`src/rtl/ext_ctrl_defines.vh`:
```
`ifndef EXT_CTRL_DEFINES_VH
`define EXT_CTRL_DEFINES_VH

// apb register byte offsets
`define ECP_ADDR_W 8
`define ECP_OFS_CTRL 8'h00
`define ECP_OFS_OUTCMD 8'h04
`define ECP_OFS_STATUS 8'h08
`define ECP_OFS_INT_STS 8'h0C
`define ECP_OFS_INT_MASK 8'h10
`define ECP_OFS_SEQ_CFG 8'h14
`define ECP_OFS_SEQ_STEP 8'h18

// control register fields
`define ECP_CTRL_EXT_EN 0
`define ECP_CTRL_LINE_SEL 1
`define ECP_CTRL_FW_BUSY 2
`define ECP_CTRL_SYNC0 3
`define ECP_CTRL_SYNC1 4
`define ECP_CTRL_W 5
`define ECP_CTRL_RST 5'h02

// output command register fields (write one to act)
`define ECP_OUTCMD_ON 0
`define ECP_OUTCMD_OFF 1

// command input index, also interrupt status bit
`define ECP_CMD_N 7
`define ECP_CMD_OFF 0
`define ECP_CMD_ON 1
`define ECP_CMD_START 2
`define ECP_CMD_STOP 3
`define ECP_CMD_HOLD 4
`define ECP_CMD_BR0 5
`define ECP_CMD_BR1 6
`define ECP_INT_LIMIT 7
`define ECP_INT_W 8
`define ECP_INT_MASK_RST 8'h00

// sequence configuration fields
`define ECP_SEQ_W 8
`define ECP_SEQ_CFG_RST 24'h000000

`endif

```
`src/rtl/fall_edge_bank.v`:
```
`timescale 1ns/1ps
`default_nettype none

module fall_edge_bank #(
    parameter WIDTH = 7
) (
    // clock and reset
    input wire clock,
    input wire srst,
    input wire ce,
    // qualification
    input wire arm,
    // sampled lines, idle high
    input wire [WIDTH-1:0] level,
    // one-cycle falling edge pulses
    output wire [WIDTH-1:0] fall
);

    genvar i;
    generate
        for (i = 0; i < WIDTH; i = i + 1) begin : g_bit
            // one history flop per line keeps a single driver per register
            reg prev_r;
            // history tracks even while disarmed, so enabling never fakes an edge
            always @(posedge clock) begin
                if (srst) begin
                    prev_r <= 1'b1;
                end else if (ce) begin
                    prev_r <= level[i];
                end
            end
            assign fall[i] = ce & arm & prev_r & ~level[i];
        end
    endgenerate

endmodule // fall_edge_bank

`default_nettype wire

```
`src/rtl/external_control_io_port.v`:
```
`timescale 1ns/1ps
`default_nettype none
`include "ext_ctrl_defines.vh"

// Operation
// - eight-bit parallel port: command inputs and status outputs
// - without external enable, commands ignored and status outputs held low
// - power-state line high while unit powered and running, else low
// - limiter line high while any of the four limiters operates
// - commands act only on high-to-low transitions; controller supplies falling edges
// - two branch triggers, each branches on its falling edge while a sequence runs; branch 0 wins if both fall together
// - two sequence sync outputs follow the control register sync bits while a sequence runs or holds
// - line sync selected: follow mains line, disregard external sync input
module external_control_io_port (
    // clock, reset, enable
    input wire clock,
    input wire srst,
    input wire ce,
    // apb slave
    input wire psel,
    input wire penable,
    input wire pwrite,
    input wire [7:0] paddr,
    input wire [31:0] pwdata,
    output reg [31:0] prdata,
    output wire pready,
    output reg pslverr,
    output wire irq,
    // connector command inputs, active low
    input wire output_off_n,
    input wire output_on_n,
    input wire seq_start_n,
    input wire seq_stop_n,
    input wire seq_hold_n,
    input wire seq_branch0_n,
    input wire seq_branch1_n,
    input wire spare_in,
    // connector status outputs
    output reg power_state,
    output reg output_state,
    output reg limiter_active,
    output reg software_busy,
    output reg seq_sync0,
    output reg seq_sync1,
    output wire spare_out0,
    output wire spare_out1,
    // unit state
    input wire unit_running,
    input wire limit_peak_pos,
    input wire limit_peak_neg,
    input wire limit_avg_current,
    input wire limit_power,
    // sync sources
    input wire line_sync,
    input wire external_sync_input,
    output reg sync_tick,
    // output stage control
    output wire output_enable
);

    ////////////////////////////////////////////////////////////////////////////
    // functions

    function hit;
        input [7:0] addr;
        input [7:0] ofs;
        begin
            hit = (addr == ofs);
        end
    endfunction

    ////////////////////////////////////////////////////////////////////////////
    // declarations

    localparam [2:0] SEQ_IDLE = 3'h1;
    localparam [2:0] SEQ_RUN = 3'h2;
    localparam [2:0] SEQ_HOLD = 3'h4;

    reg [`ECP_CTRL_W-1:0] ctrl_r;
    reg [`ECP_INT_W-1:0] int_sts_r;
    reg [`ECP_INT_W-1:0] int_sts_nxt;
    reg [`ECP_INT_W-1:0] int_mask_r;
    reg [23:0] seq_cfg_r;
    reg [2:0] seq_state_r;
    reg [2:0] seq_state_nxt;
    reg [`ECP_SEQ_W-1:0] step_r;
    reg [`ECP_SEQ_W-1:0] step_nxt;
    reg out_on_r;
    reg out_on_nxt;
    reg limit_prev_r;
    reg sync_prev_r;
    reg [31:0] rd_val;
    reg rd_ok;

    wire ext_en;
    wire line_sel;
    wire wr_en;
    wire setup;
    wire [`ECP_CMD_N-1:0] cmd_level;
    wire [`ECP_CMD_N-1:0] cmd_fall;
    wire limit_any;
    wire sync_sel;
    wire sync_rise;
    wire sw_on;
    wire sw_off;
    wire [`ECP_SEQ_W-1:0] br0_target;
    wire [`ECP_SEQ_W-1:0] br1_target;
    wire [`ECP_SEQ_W-1:0] last_step;

    ////////////////////////////////////////////////////////////////////////////
    // apb handshake

    // zero wait states; a frozen clock enable stretches the access
    assign pready = ce;
    assign setup = psel & ~penable;
    assign wr_en = psel & penable & pwrite & ce;

    assign ext_en = ctrl_r[`ECP_CTRL_EXT_EN];
    assign line_sel = ctrl_r[`ECP_CTRL_LINE_SEL];
    assign br0_target = seq_cfg_r[7:0];
    assign br1_target = seq_cfg_r[15:8];
    assign last_step = seq_cfg_r[23:16];

    assign sw_on = wr_en & hit(paddr, `ECP_OFS_OUTCMD) & pwdata[`ECP_OUTCMD_ON];
    assign sw_off = wr_en & hit(paddr, `ECP_OFS_OUTCMD) & pwdata[`ECP_OUTCMD_OFF];

    ////////////////////////////////////////////////////////////////////////////
    // command edge detection

    assign cmd_level[`ECP_CMD_OFF] = output_off_n;
    assign cmd_level[`ECP_CMD_ON] = output_on_n;
    assign cmd_level[`ECP_CMD_START] = seq_start_n;
    assign cmd_level[`ECP_CMD_STOP] = seq_stop_n;
    assign cmd_level[`ECP_CMD_HOLD] = seq_hold_n;
    assign cmd_level[`ECP_CMD_BR0] = seq_branch0_n;
    assign cmd_level[`ECP_CMD_BR1] = seq_branch1_n;

    fall_edge_bank #(
        .WIDTH(`ECP_CMD_N)
    ) u_edges (
        .clock(clock),
        .srst(srst),
        .ce(ce),
        .arm(ext_en),
        .level(cmd_level),
        .fall(cmd_fall)
    );

    ////////////////////////////////////////////////////////////////////////////
    // sync source and limiter

    // line sync wins outright; the external input is not even looked at
    assign sync_sel = line_sel ? line_sync : external_sync_input;
    assign sync_rise = ce & sync_sel & ~sync_prev_r;
    assign limit_any = limit_peak_pos | limit_peak_neg | limit_avg_current | limit_power;

    always @(posedge clock) begin
        if (srst) begin
            sync_prev_r <= 1'b0;
            limit_prev_r <= 1'b0;
            sync_tick <= 1'b0;
        end else if (ce) begin
            sync_prev_r <= sync_sel;
            limit_prev_r <= limit_any;
            sync_tick <= sync_rise;
        end
    end

    ////////////////////////////////////////////////////////////////////////////
    // output on/off

    always @* begin
        out_on_nxt = out_on_r;
        if (sw_on | cmd_fall[`ECP_CMD_ON]) begin
            out_on_nxt = 1'b1;
        end
        // off wins a tie: a lost off is worse than a lost on
        if (sw_off | cmd_fall[`ECP_CMD_OFF] | ~unit_running) begin
            out_on_nxt = 1'b0;
        end
    end

    assign output_enable = out_on_r;

    always @(posedge clock) begin
        if (srst) begin
            out_on_r <= 1'b0;
        end else if (ce) begin
            out_on_r <= out_on_nxt;
        end
    end

    ////////////////////////////////////////////////////////////////////////////
    // sequence control

    always @* begin
        seq_state_nxt = seq_state_r;
        step_nxt = step_r;
        case (seq_state_r)
            SEQ_IDLE: begin
                if (cmd_fall[`ECP_CMD_START]) begin
                    seq_state_nxt = SEQ_RUN;
                    step_nxt = {`ECP_SEQ_W{1'b0}};
                end
            end
            SEQ_RUN: begin
                if (cmd_fall[`ECP_CMD_STOP]) begin
                    seq_state_nxt = SEQ_IDLE;
                end else if (cmd_fall[`ECP_CMD_HOLD]) begin
                    seq_state_nxt = SEQ_HOLD;
                end else if (cmd_fall[`ECP_CMD_BR0]) begin
                    step_nxt = br0_target;
                end else if (cmd_fall[`ECP_CMD_BR1]) begin
                    step_nxt = br1_target;
                end else if (sync_rise) begin
                    // steps advance on the selected sync source
                    if (step_r == last_step) begin
                        seq_state_nxt = SEQ_IDLE;
                    end else begin
                        step_nxt = step_r + 8'h01;
                    end
                end
            end
            SEQ_HOLD: begin
                if (cmd_fall[`ECP_CMD_STOP]) begin
                    seq_state_nxt = SEQ_IDLE;
                end else if (cmd_fall[`ECP_CMD_START]) begin
                    seq_state_nxt = SEQ_RUN;
                end
            end
            default: begin
                seq_state_nxt = SEQ_IDLE;
            end
        endcase
    end

    always @(posedge clock) begin
        if (srst) begin
            seq_state_r <= SEQ_IDLE;
            step_r <= {`ECP_SEQ_W{1'b0}};
        end else if (ce) begin
            seq_state_r <= seq_state_nxt;
            step_r <= step_nxt;
        end
    end

    ////////////////////////////////////////////////////////////////////////////
    // interrupt status, set wins over write-one-to-clear

    always @* begin
        int_sts_nxt = int_sts_r;
        if (wr_en & hit(paddr, `ECP_OFS_INT_STS)) begin
            int_sts_nxt = int_sts_nxt & ~pwdata[`ECP_INT_W-1:0];
        end
        int_sts_nxt[`ECP_CMD_N-1:0] = int_sts_nxt[`ECP_CMD_N-1:0] | cmd_fall;
        int_sts_nxt[`ECP_INT_LIMIT] = int_sts_nxt[`ECP_INT_LIMIT] | (ce & limit_any & ~limit_prev_r);
    end

    assign irq = |(int_sts_r & int_mask_r);

    ////////////////////////////////////////////////////////////////////////////
    // register writes

    always @(posedge clock) begin
        if (srst) begin
            ctrl_r <= `ECP_CTRL_RST;
            int_sts_r <= {`ECP_INT_W{1'b0}};
            int_mask_r <= `ECP_INT_MASK_RST;
            seq_cfg_r <= `ECP_SEQ_CFG_RST;
        end else if (ce) begin
            int_sts_r <= int_sts_nxt;
            if (wr_en & hit(paddr, `ECP_OFS_CTRL)) begin
                ctrl_r <= pwdata[`ECP_CTRL_W-1:0];
            end
            if (wr_en & hit(paddr, `ECP_OFS_INT_MASK)) begin
                int_mask_r <= pwdata[`ECP_INT_W-1:0];
            end
            if (wr_en & hit(paddr, `ECP_OFS_SEQ_CFG)) begin
                seq_cfg_r <= pwdata[23:0];
            end
        end
    end

    ////////////////////////////////////////////////////////////////////////////
    // register reads

    always @* begin
        rd_val = 32'h00000000;
        rd_ok = 1'b1;
        if (hit(paddr, `ECP_OFS_CTRL)) begin
            rd_val[`ECP_CTRL_W-1:0] = ctrl_r;
        end else if (hit(paddr, `ECP_OFS_OUTCMD)) begin
            rd_val[0] = out_on_r;
        end else if (hit(paddr, `ECP_OFS_STATUS)) begin
            rd_val[0] = unit_running;
            rd_val[1] = out_on_r;
            rd_val[2] = limit_any;
            rd_val[3] = ctrl_r[`ECP_CTRL_FW_BUSY];
            rd_val[6:4] = seq_state_r;
            rd_val[7] = sync_sel;
            rd_val[8] = power_state;
            rd_val[9] = output_state;
            rd_val[10] = limiter_active;
            rd_val[11] = software_busy;
            rd_val[12] = seq_sync0;
            rd_val[13] = seq_sync1;
            rd_val[22:16] = cmd_level;
            rd_val[23] = spare_in;
        end else if (hit(paddr, `ECP_OFS_INT_STS)) begin
            rd_val[`ECP_INT_W-1:0] = int_sts_r;
        end else if (hit(paddr, `ECP_OFS_INT_MASK)) begin
            rd_val[`ECP_INT_W-1:0] = int_mask_r;
        end else if (hit(paddr, `ECP_OFS_SEQ_CFG)) begin
            rd_val[23:0] = seq_cfg_r;
        end else if (hit(paddr, `ECP_OFS_SEQ_STEP)) begin
            rd_val[`ECP_SEQ_W-1:0] = step_r;
        end else begin
            rd_ok = 1'b0;
        end
    end

    // captured at setup so read data and error leave flip-flops
    always @(posedge clock) begin
        if (srst) begin
            prdata <= 32'h00000000;
            pslverr <= 1'b0;
        end else if (ce & setup) begin
            prdata <= pwrite ? 32'h00000000 : rd_val;
            pslverr <= ~rd_ok;
        end
    end

    ////////////////////////////////////////////////////////////////////////////
    // connector status outputs

    always @(posedge clock) begin
        if (srst) begin
            power_state <= 1'b0;
            output_state <= 1'b0;
            limiter_active <= 1'b0;
            software_busy <= 1'b0;
            seq_sync0 <= 1'b0;
            seq_sync1 <= 1'b0;
        end else if (ce) begin
            // all lines forced low while the port is disabled
            power_state <= ext_en & unit_running;
            output_state <= ext_en & out_on_nxt;
            limiter_active <= ext_en & limit_any;
            software_busy <= ext_en & ctrl_r[`ECP_CTRL_FW_BUSY];
            // sync bits only reach the pins while a sequence is active
            seq_sync0 <= ext_en & ~seq_state_nxt[0] & ctrl_r[`ECP_CTRL_SYNC0];
            seq_sync1 <= ext_en & ~seq_state_nxt[0] & ctrl_r[`ECP_CTRL_SYNC1];
        end
    end

    // undefined connector outputs held at a known low level
    assign spare_out0 = 1'b0;
    assign spare_out1 = 1'b0;

endmodule // external_control_io_port

`default_nettype wire

```
`config.mk`:
```
export PLATFORM = sky130hd
export DESIGN_NAME = external_control_io_port
export DESIGN_NICKNAME = d
export VERILOG_FILES = /design/src/rtl/fall_edge_bank.v /design/src/rtl/external_control_io_port.v
export VERILOG_INCLUDE_DIRS = /design/src /design/src/rtl
export SDC_FILE = /design/constraint.sdc
export NUM_CORES = 1
export LEC_CHECK = 0
export BUFFER_PORTS_ARGS = -buffer_cell sky130_fd_sc_hd__buf_2
export CORE_ASPECT_RATIO = 2
export CORE_MARGIN = 2
export CORE_UTILIZATION = 45
export CTS_BUF_LIST = sky130_fd_sc_hd__clkbuf_4 sky130_fd_sc_hd__clkbuf_8 sky130_fd_sc_hd__clkbuf_16
export DETAILED_ROUTE_END_ITERATION = 8
export PLACE_DENSITY_LB_ADDON = 0.2
export SLEW_MARGIN = 0
export SYNTH_ARGS = -nofsm -noshare
export SYNTH_HDL_FRONTEND = slang
export SYNTH_SLANG_ARGS = --single-unit
export TNS_END_PERCENT = 20
```
`constraint.sdc`:
```
create_clock -name clock -period 2.4 [get_ports clock]
set_input_delay 0.24 -clock clock [delete_from_list [all_inputs] [get_ports clock]]
set_output_delay 0.24 -clock clock [all_outputs]
set_load 0.03 [all_outputs]
```
# [Yosys cells after proc, flatten, opt, wreduce, memory -nomap -nowiden]
# Index checks and enable logic that the tools add are counted.
[totals] inputBits=61 mem_bits_rw=0 mem_count=0 register_bits=106 output_inout_bits=45 latch_bits=0 mem_bits_ro=0 wordCells=159
[classes] reduce_logical=8 n_shift=0 n_lt_le_gt_ge=0 add_sub_neg=1 n_div=0 n_mux=43 n_mul=0 eq_ne=19 bitwise=62
[op_table] op="8-bit 2-to-1 mux" n=13
[op_table] op="16-bit 2-to-1 mux" n=3
[op_table] op="1-bit AND" n=38
[op_table] op="8-bit by 5-bit == test with 1-bit output (second input constant)" n=3
[op_table] op="24-bit 2-to-1 mux" n=1
[op_table] op="3-bit 2-to-1 mux" n=8
[op_table] op="4-bit inequality test (second input constant)" n=6
[op_table] op="23-bit 2-to-1 mux" n=1
[op_table] op="19-bit 2-to-1 mux" n=1
[op_table] op="8-bit AND" n=2
[op_table] op="8-bit by 4-bit == test with 1-bit output (second input constant)" n=2
[op_table] op="8-bit one-hot mux with 2 select lines" n=1
[op_table] op="14-bit 2-to-1 mux" n=1
[op_table] op="1-bit NOT" n=13
[op_table] op="1-bit 2-to-1 mux" n=11
[op_table] op="3-bit one-hot mux with 3 select lines" n=1
[op_table] op="8-bit by 1-bit adder with 8-bit output (second input constant)" n=1
[op_table] op="8-bit by 3-bit == test with 1-bit output (second input constant)" n=1
[op_table] op="8-bit == test" n=1
[op_table] op="8-bit zero test" n=1
[op_table] op="8-bit NOT" n=1
[op_table] op="8-bit OR reduction" n=1
[op_table] op="1-bit bitwise OR" n=7
[op_table] op="7-bit bitwise OR" n=1
[op_table] op="other kinds (10)" n=14

# [Depth between registers and ports, before layout]
[depth] word_depth=12 depth_mapped=8

# [By module]
# From an unflattened synthesis, not the netlist that was laid out.
[unflattened] cells_unflattened=620 area_unflattened_um2=5038.6
[by_module_without_submodules] mod="external_control_io_port" seq_area_each_um2=1821.7 cells_each=590 instances=1 area_each_um2=4683.2
[by_module_without_submodules] mod="fall_edge_bank" seq_area_each_um2=140.1 cells_each=30 instances=1 area_each_um2=355.3

# [Worst setup path before layout]
# Ideal clock, no wire load.
[synth_timing] path_kind="register -> register" start="register ctrl_r[0]" end="register step_r[2]" n_path_buf=2 path_slack_ns=0.533 required_time_ns=2.277 arrival_time_ns=1.744 stages_incl_launch_ff=8 cell_sequence="dfxtp_1 > buf_2 > and2_1 > clkbuf_2 > o21ai_2 > a2111oi_4 > a31oi_4 > mux2_1"
[synth_via] elab_chain_cells=8
[synth_rtl] item="from (decl)" line_no="external_control_io_port.v:79" source="reg [`ECP_CTRL_W-1:0] ctrl_r;"
[synth_rtl] item="from (signal assigned)" line_no="external_control_io_port.v:266" source="ctrl_r <= `ECP_CTRL_RST;"
[synth_rtl] item="from (signal assigned)" line_no="external_control_io_port.v:273" source="ctrl_r <= pwdata[`ECP_CTRL_W-1:0];"
[synth_rtl] item="1-bit AND *" line_no="fall_edge_bank.v:32" source="assign fall[i] = ce & arm & prev_r & ~level[i];"
[synth_rtl] item="1-bit AND (2 in a row)" line_no="fall_edge_bank.v:32"
[synth_rtl] item="8-bit 2-to-1 mux" line_no="external_control_io_port.v:213" source="end else if (cmd_fall[`ECP_CMD_BR1]) begin"
[synth_rtl] item="8-bit 2-to-1 mux" line_no="external_control_io_port.v:211" source="end else if (cmd_fall[`ECP_CMD_BR0]) begin"
[synth_rtl] item="8-bit 2-to-1 mux" line_no="external_control_io_port.v:209" source="end else if (cmd_fall[`ECP_CMD_HOLD]) begin"
[synth_rtl] item="8-bit 2-to-1 mux" line_no="external_control_io_port.v:207" source="if (cmd_fall[`ECP_CMD_STOP]) begin"
[synth_rtl] item="8-bit one-hot mux with 2 select lines" line_no="external_control_io_port.v:199" source="case (seq_state_r)"
[synth_rtl] item="to (signal assigned)" line_no="external_control_io_port.v:240" source="step_r <= {`ECP_SEQ_W{1'b0}};"
[synth_rtl] item="to (signal assigned)" line_no="external_control_io_port.v:243" source="step_r <= step_nxt;"
[synth_rtl] item="to (decl)" line_no="external_control_io_port.v:86" source="reg [`ECP_SEQ_W-1:0] step_r;"
# Every way passes the cells marked *; elsewhere a longest branch is shown, timed or not. The select of a mux whose other input is x is not followed.
# A chain may end at the register's enable or synchronous reset.

# [Worst setup path in the final report]
[layout_timing] start="register seq_cfg_r[22]" end="register step_r[2]"
[layout_via] elab_chain_cells=3
[layout_rtl] item="from (decl)" line_no="external_control_io_port.v:83" source="reg [23:0] seq_cfg_r;"
[layout_rtl] item="from (signal assigned)" line_no="external_control_io_port.v:269" source="seq_cfg_r <= `ECP_SEQ_CFG_RST;"
[layout_rtl] item="from (signal assigned)" line_no="external_control_io_port.v:279" source="seq_cfg_r <= pwdata[23:0];"
[layout_rtl] item="8-bit == test" line_no="external_control_io_port.v:217" source="if (step_r == last_step) begin"
[layout_rtl] item="4-bit inequality test (no source line)"
[layout_rtl] item="7-bit AND reduction (no source line)"
# No other way between the ends.

==> flow_summary_export.csv <==
group,metric,value,unit
route,num_vias,4890,
clock_network,cts_sinks,98,
clock_network,cts_setup_buffers,0,
critical_path,path_max_fanout,7,
run_status,status,"complete, no violations",
power,vdd_ir_drop_max,0.3535,mV
critical_path,critical_path.max_stage_delay,0.45,ns
clock_network,clock_latency,0.35,ns
critical_path,timing.rr.end,"step_r[2]",
clock_network,cts_root_buf,"clkbuf_16",
critical_path,end_kind,"flop",
power,power_leakage,2.459,nW
cells_and_area,drive_gt1_frac,0.2085,
sta,fin_setup_tns,0,ns
clock_network,clk_pin_slew,0.07,ns
critical_path,worstSetupPathType,"flop to flop",
hold_path,hold_class,"input port to flop",
floorplan,dieArea,0.01211,mm2
critical_path,critical_path.top_delay_family,"simple AND/OR/NAND/NOR gates",
synthesis,yosysTopAreaCell,"dfxtp_1",
sta,worst_hold_slack,0.1258,ns
cells_and_area,fill_cells,1095,
cells_and_area,syn_to_final_growth,18.30,%
floorplan,row_count,54,
synthesis,synth_area_leaders,"dfxtp_1, nand2_1, a21oi_1",
sta,min_period_over_period,0.8838,
clock_network,htreeDepth,3,
route,drt_wl_total,17.24,mm
hold_path,hp-start,"pwdata[16]",
cells_and_area,insertedDiodeCount,0,
synthesis,yosysWarnings,0,
synthesis,avgSynthCellArea,8.168,um2
synthesis,synth.distinct_cells,64,
floorplan,die_y,153.7,um
sta,tightestPinTransition,0.7612,ns
grt,grt_pass1_vias,4887,
grt,antenna_found_initial,0,
synthesis,async_flop_share,0,
floorplan,start_util,0.4604,
power,powerDensity,575.5,mW/mm2
sta,hold_violations,0,
cells_and_area,final_common_cell,"dfxtp_1",
cells_and_area,layout_common_cells,"dfxtp_1, buf_2, nand2_1, nor2_1, a21oi_1",
sta,slew_violations,0,
clock_network,cts_buffer_depth,2,
route,routed_via_density,5.787,
critical_path,r2r_start,"seq_cfg_r[22]",
sta,rsz0062_at_grt,"no",
synthesis,ys_ff_latch,98,
route,wl_per_cell,20.40,um
synthesis,yosys_most_used_dff,"dfxtp_1",
grt,grt_first_pass_wirelength,26.79,mm
synthesis,netlist_instances,617,
clock_network,cts_made_buffers,9,
critical_path,crit_slowest_cell,"dfxtp_1",
critical_path,crit_buf_inv,0,
flow_run,drv_cap,0,
placed_design,dp.cells,830,
synthesis,synth_edf_count,0,
critical_path,rr_worst_depth,5,
grt,grt_overflow,0,
cells_and_area,finalNonFillerCells,845,
placed_design,dp_hpwl,13.20,mm
grt,gr-usage-all-layers,0.2917,
route,ant_nets,0,
clock_network,ctsHoldBuffers,0,
critical_path,cp.required,2.63,ns
synthesis,netlist_area,0.005040,mm2
placed_design,place_congestion,0.9750,
floorplan,die_w,78.83,um
cells_and_area,fin_nets,763,
sta,skew,0.01196,ns
route,dr.first_iter.drc_count,344,
floorplan,core_area,0.01095,mm2
critical_path,cp.arrival,2.36,ns
hold_path,hold_path_end,"seq_cfg_r[16]",
clock_network,cts_resized,0,
hold_path,whs_path_depth,3,
route,drc,0,
power,totalPowerFinal,3.431,mW
synthesis,synth_top_cell_area_share,0.3893,
critical_path,rrSetupSlack,0.28,ns
sta,period_minus_slack,2.121,ns
clock_network,cts_tree,"done",
route,drt_pre_antenna_iters,5,
sta,timing.fmax,471.5,MHz
critical_path,worstSetupStartpointType,"flop",
sta,slew_headroom,0.4886,
synthesis,synth_seq_area_share,0.3893,
sta,setup_viol,0,
critical_path,cp_cell_sequence,"xor2_1 -> nor4_1 -> nand4_1 -> a31oi_4 -> mux2_1",
floorplan,io_pins,106,
grt,grt_max_degree,90,
placed_design,io_buffers,87,
-- sequential cells by signal, summed over array words and instances (netlist names), 3 cells and up --
name	count
int_sts_r	8
seq_cfg_r	24
int_mask_r	8
u_edges.g_bit.prev_r	7
seq_state_r	3
step_r	8
prdata	24
ctrl_r	5
-- kinds of logic (layout without fill, tap and decap cells) --
| logic type | after synthesis | after routing | synth area share |
|---|---|---|---|
| other | 1 | 10 | 0.0007441 |
| XOR/XNOR | 12 | 12 | 0.02086 |
| multiplexers | 28 | 28 | 0.05710 |
| AO/OA/AOI/OAI | 166 | 166 | 0.2239 |
| flip-flops | 98 | 98 | 0.3893 |
| adder cells (fa/ha/maj) | 1 | 1 | 0.002482 |
| AND/OR/NAND/NOR | 248 | 248 | 0.2458 |
| buffers and inverters | 63 | 142 | 0.05983 |
-- tightest hold or removal path: stages --
cell and delay [ns]:
buf_2 0.09, nand2_1 0.04, a21oi_1 0.05
-- stage by stage --
stage	worst slack [ns]	utilization	cell area [um2]
after global routing	0.2086	0.5447	5962
after floorplan	0.5329	-	5074
after global placement	0.2652	0.5169	5658
after CTS	0.2550	0.5447	5962
final	0.2789	0.5447	5962
after detailed placement	0.2329	0.5169	5658
-- final cells by class --
| type | instances | area, um2 | share of cell area |
|---|---|---|---|
| sequential | 98 | 1962 | 0.3291 |
| timing repair buffer | 117 | 673.1 | 0.1129 |
| clock inverter | 4 | 51.30 | 0.008604 |
| inverter | 10 | 37.54 | 0.006296 |
| clock buffer | 11 | 252.7 | 0.04239 |
| tap | 140 | 175.2 | 0.02938 |
| multi-input combinational | 465 | 2810 | 0.4714 |
-- worst max path at each step --
stage | startpoint | endpoint | slack, ns | cells after the start
2_1_floorplan | ctrl_r[0] | step_r[2] | 0.53 | 7
3_3_place_gp | seq_cfg_r[20] | step_r[2] | 0.27 | 5
3_5_place_dp | ce | step_r[2] | 0.23 | 6
4_1_cts | seq_cfg_r[22] | step_r[2] | 0.26 | 5
5_1_grt | seq_cfg_r[22] | step_r[2] | 0.21 | 5
6_report | seq_cfg_r[22] | step_r[2] | 0.28 | 5
-- layer usage --
metal | wire (um) | vias up | track usage
li1 | - | 2354 | -
met3 | 807 | 71 | 0.04636
met5 | 0 | - | 0
met2 | 8803 | 198 | 0.5096
met4 | 1477 | 0 | 0.2200
met1 | 6149 | 2267 | 0.3056
-- power by group --
part	internal, mW	leakage [nW]	switching, mW
logic	0.0977	1.52	0.187
clock network	0.860	0.148	0.639
registers	1.64	0.792	0.00863
total	2.60	2.46	0.834
-- synth_stat cells, types with 11 or more instances --
| cell type | instances |
|---|---|
| dfxtp_1 | 98 |
| nand2_1 | 86 |
| nor2_1 | 57 |
| a21oi_1 | 54 |
| o21ai_0 | 25 |
| a22oi_1 | 23 |
| mux2i_1 | 22 |
| clkbuf_1 | 21 |
| a22o_1 | 18 |
| nor2b_1 | 16 |
| nand2b_1 | 13 |
| nand3_1 | 13 |
| nor3_1 | 13 |
| buf_2 | 12 |
| buf_4 | 11 |
(Power assumes the default switching activity.)
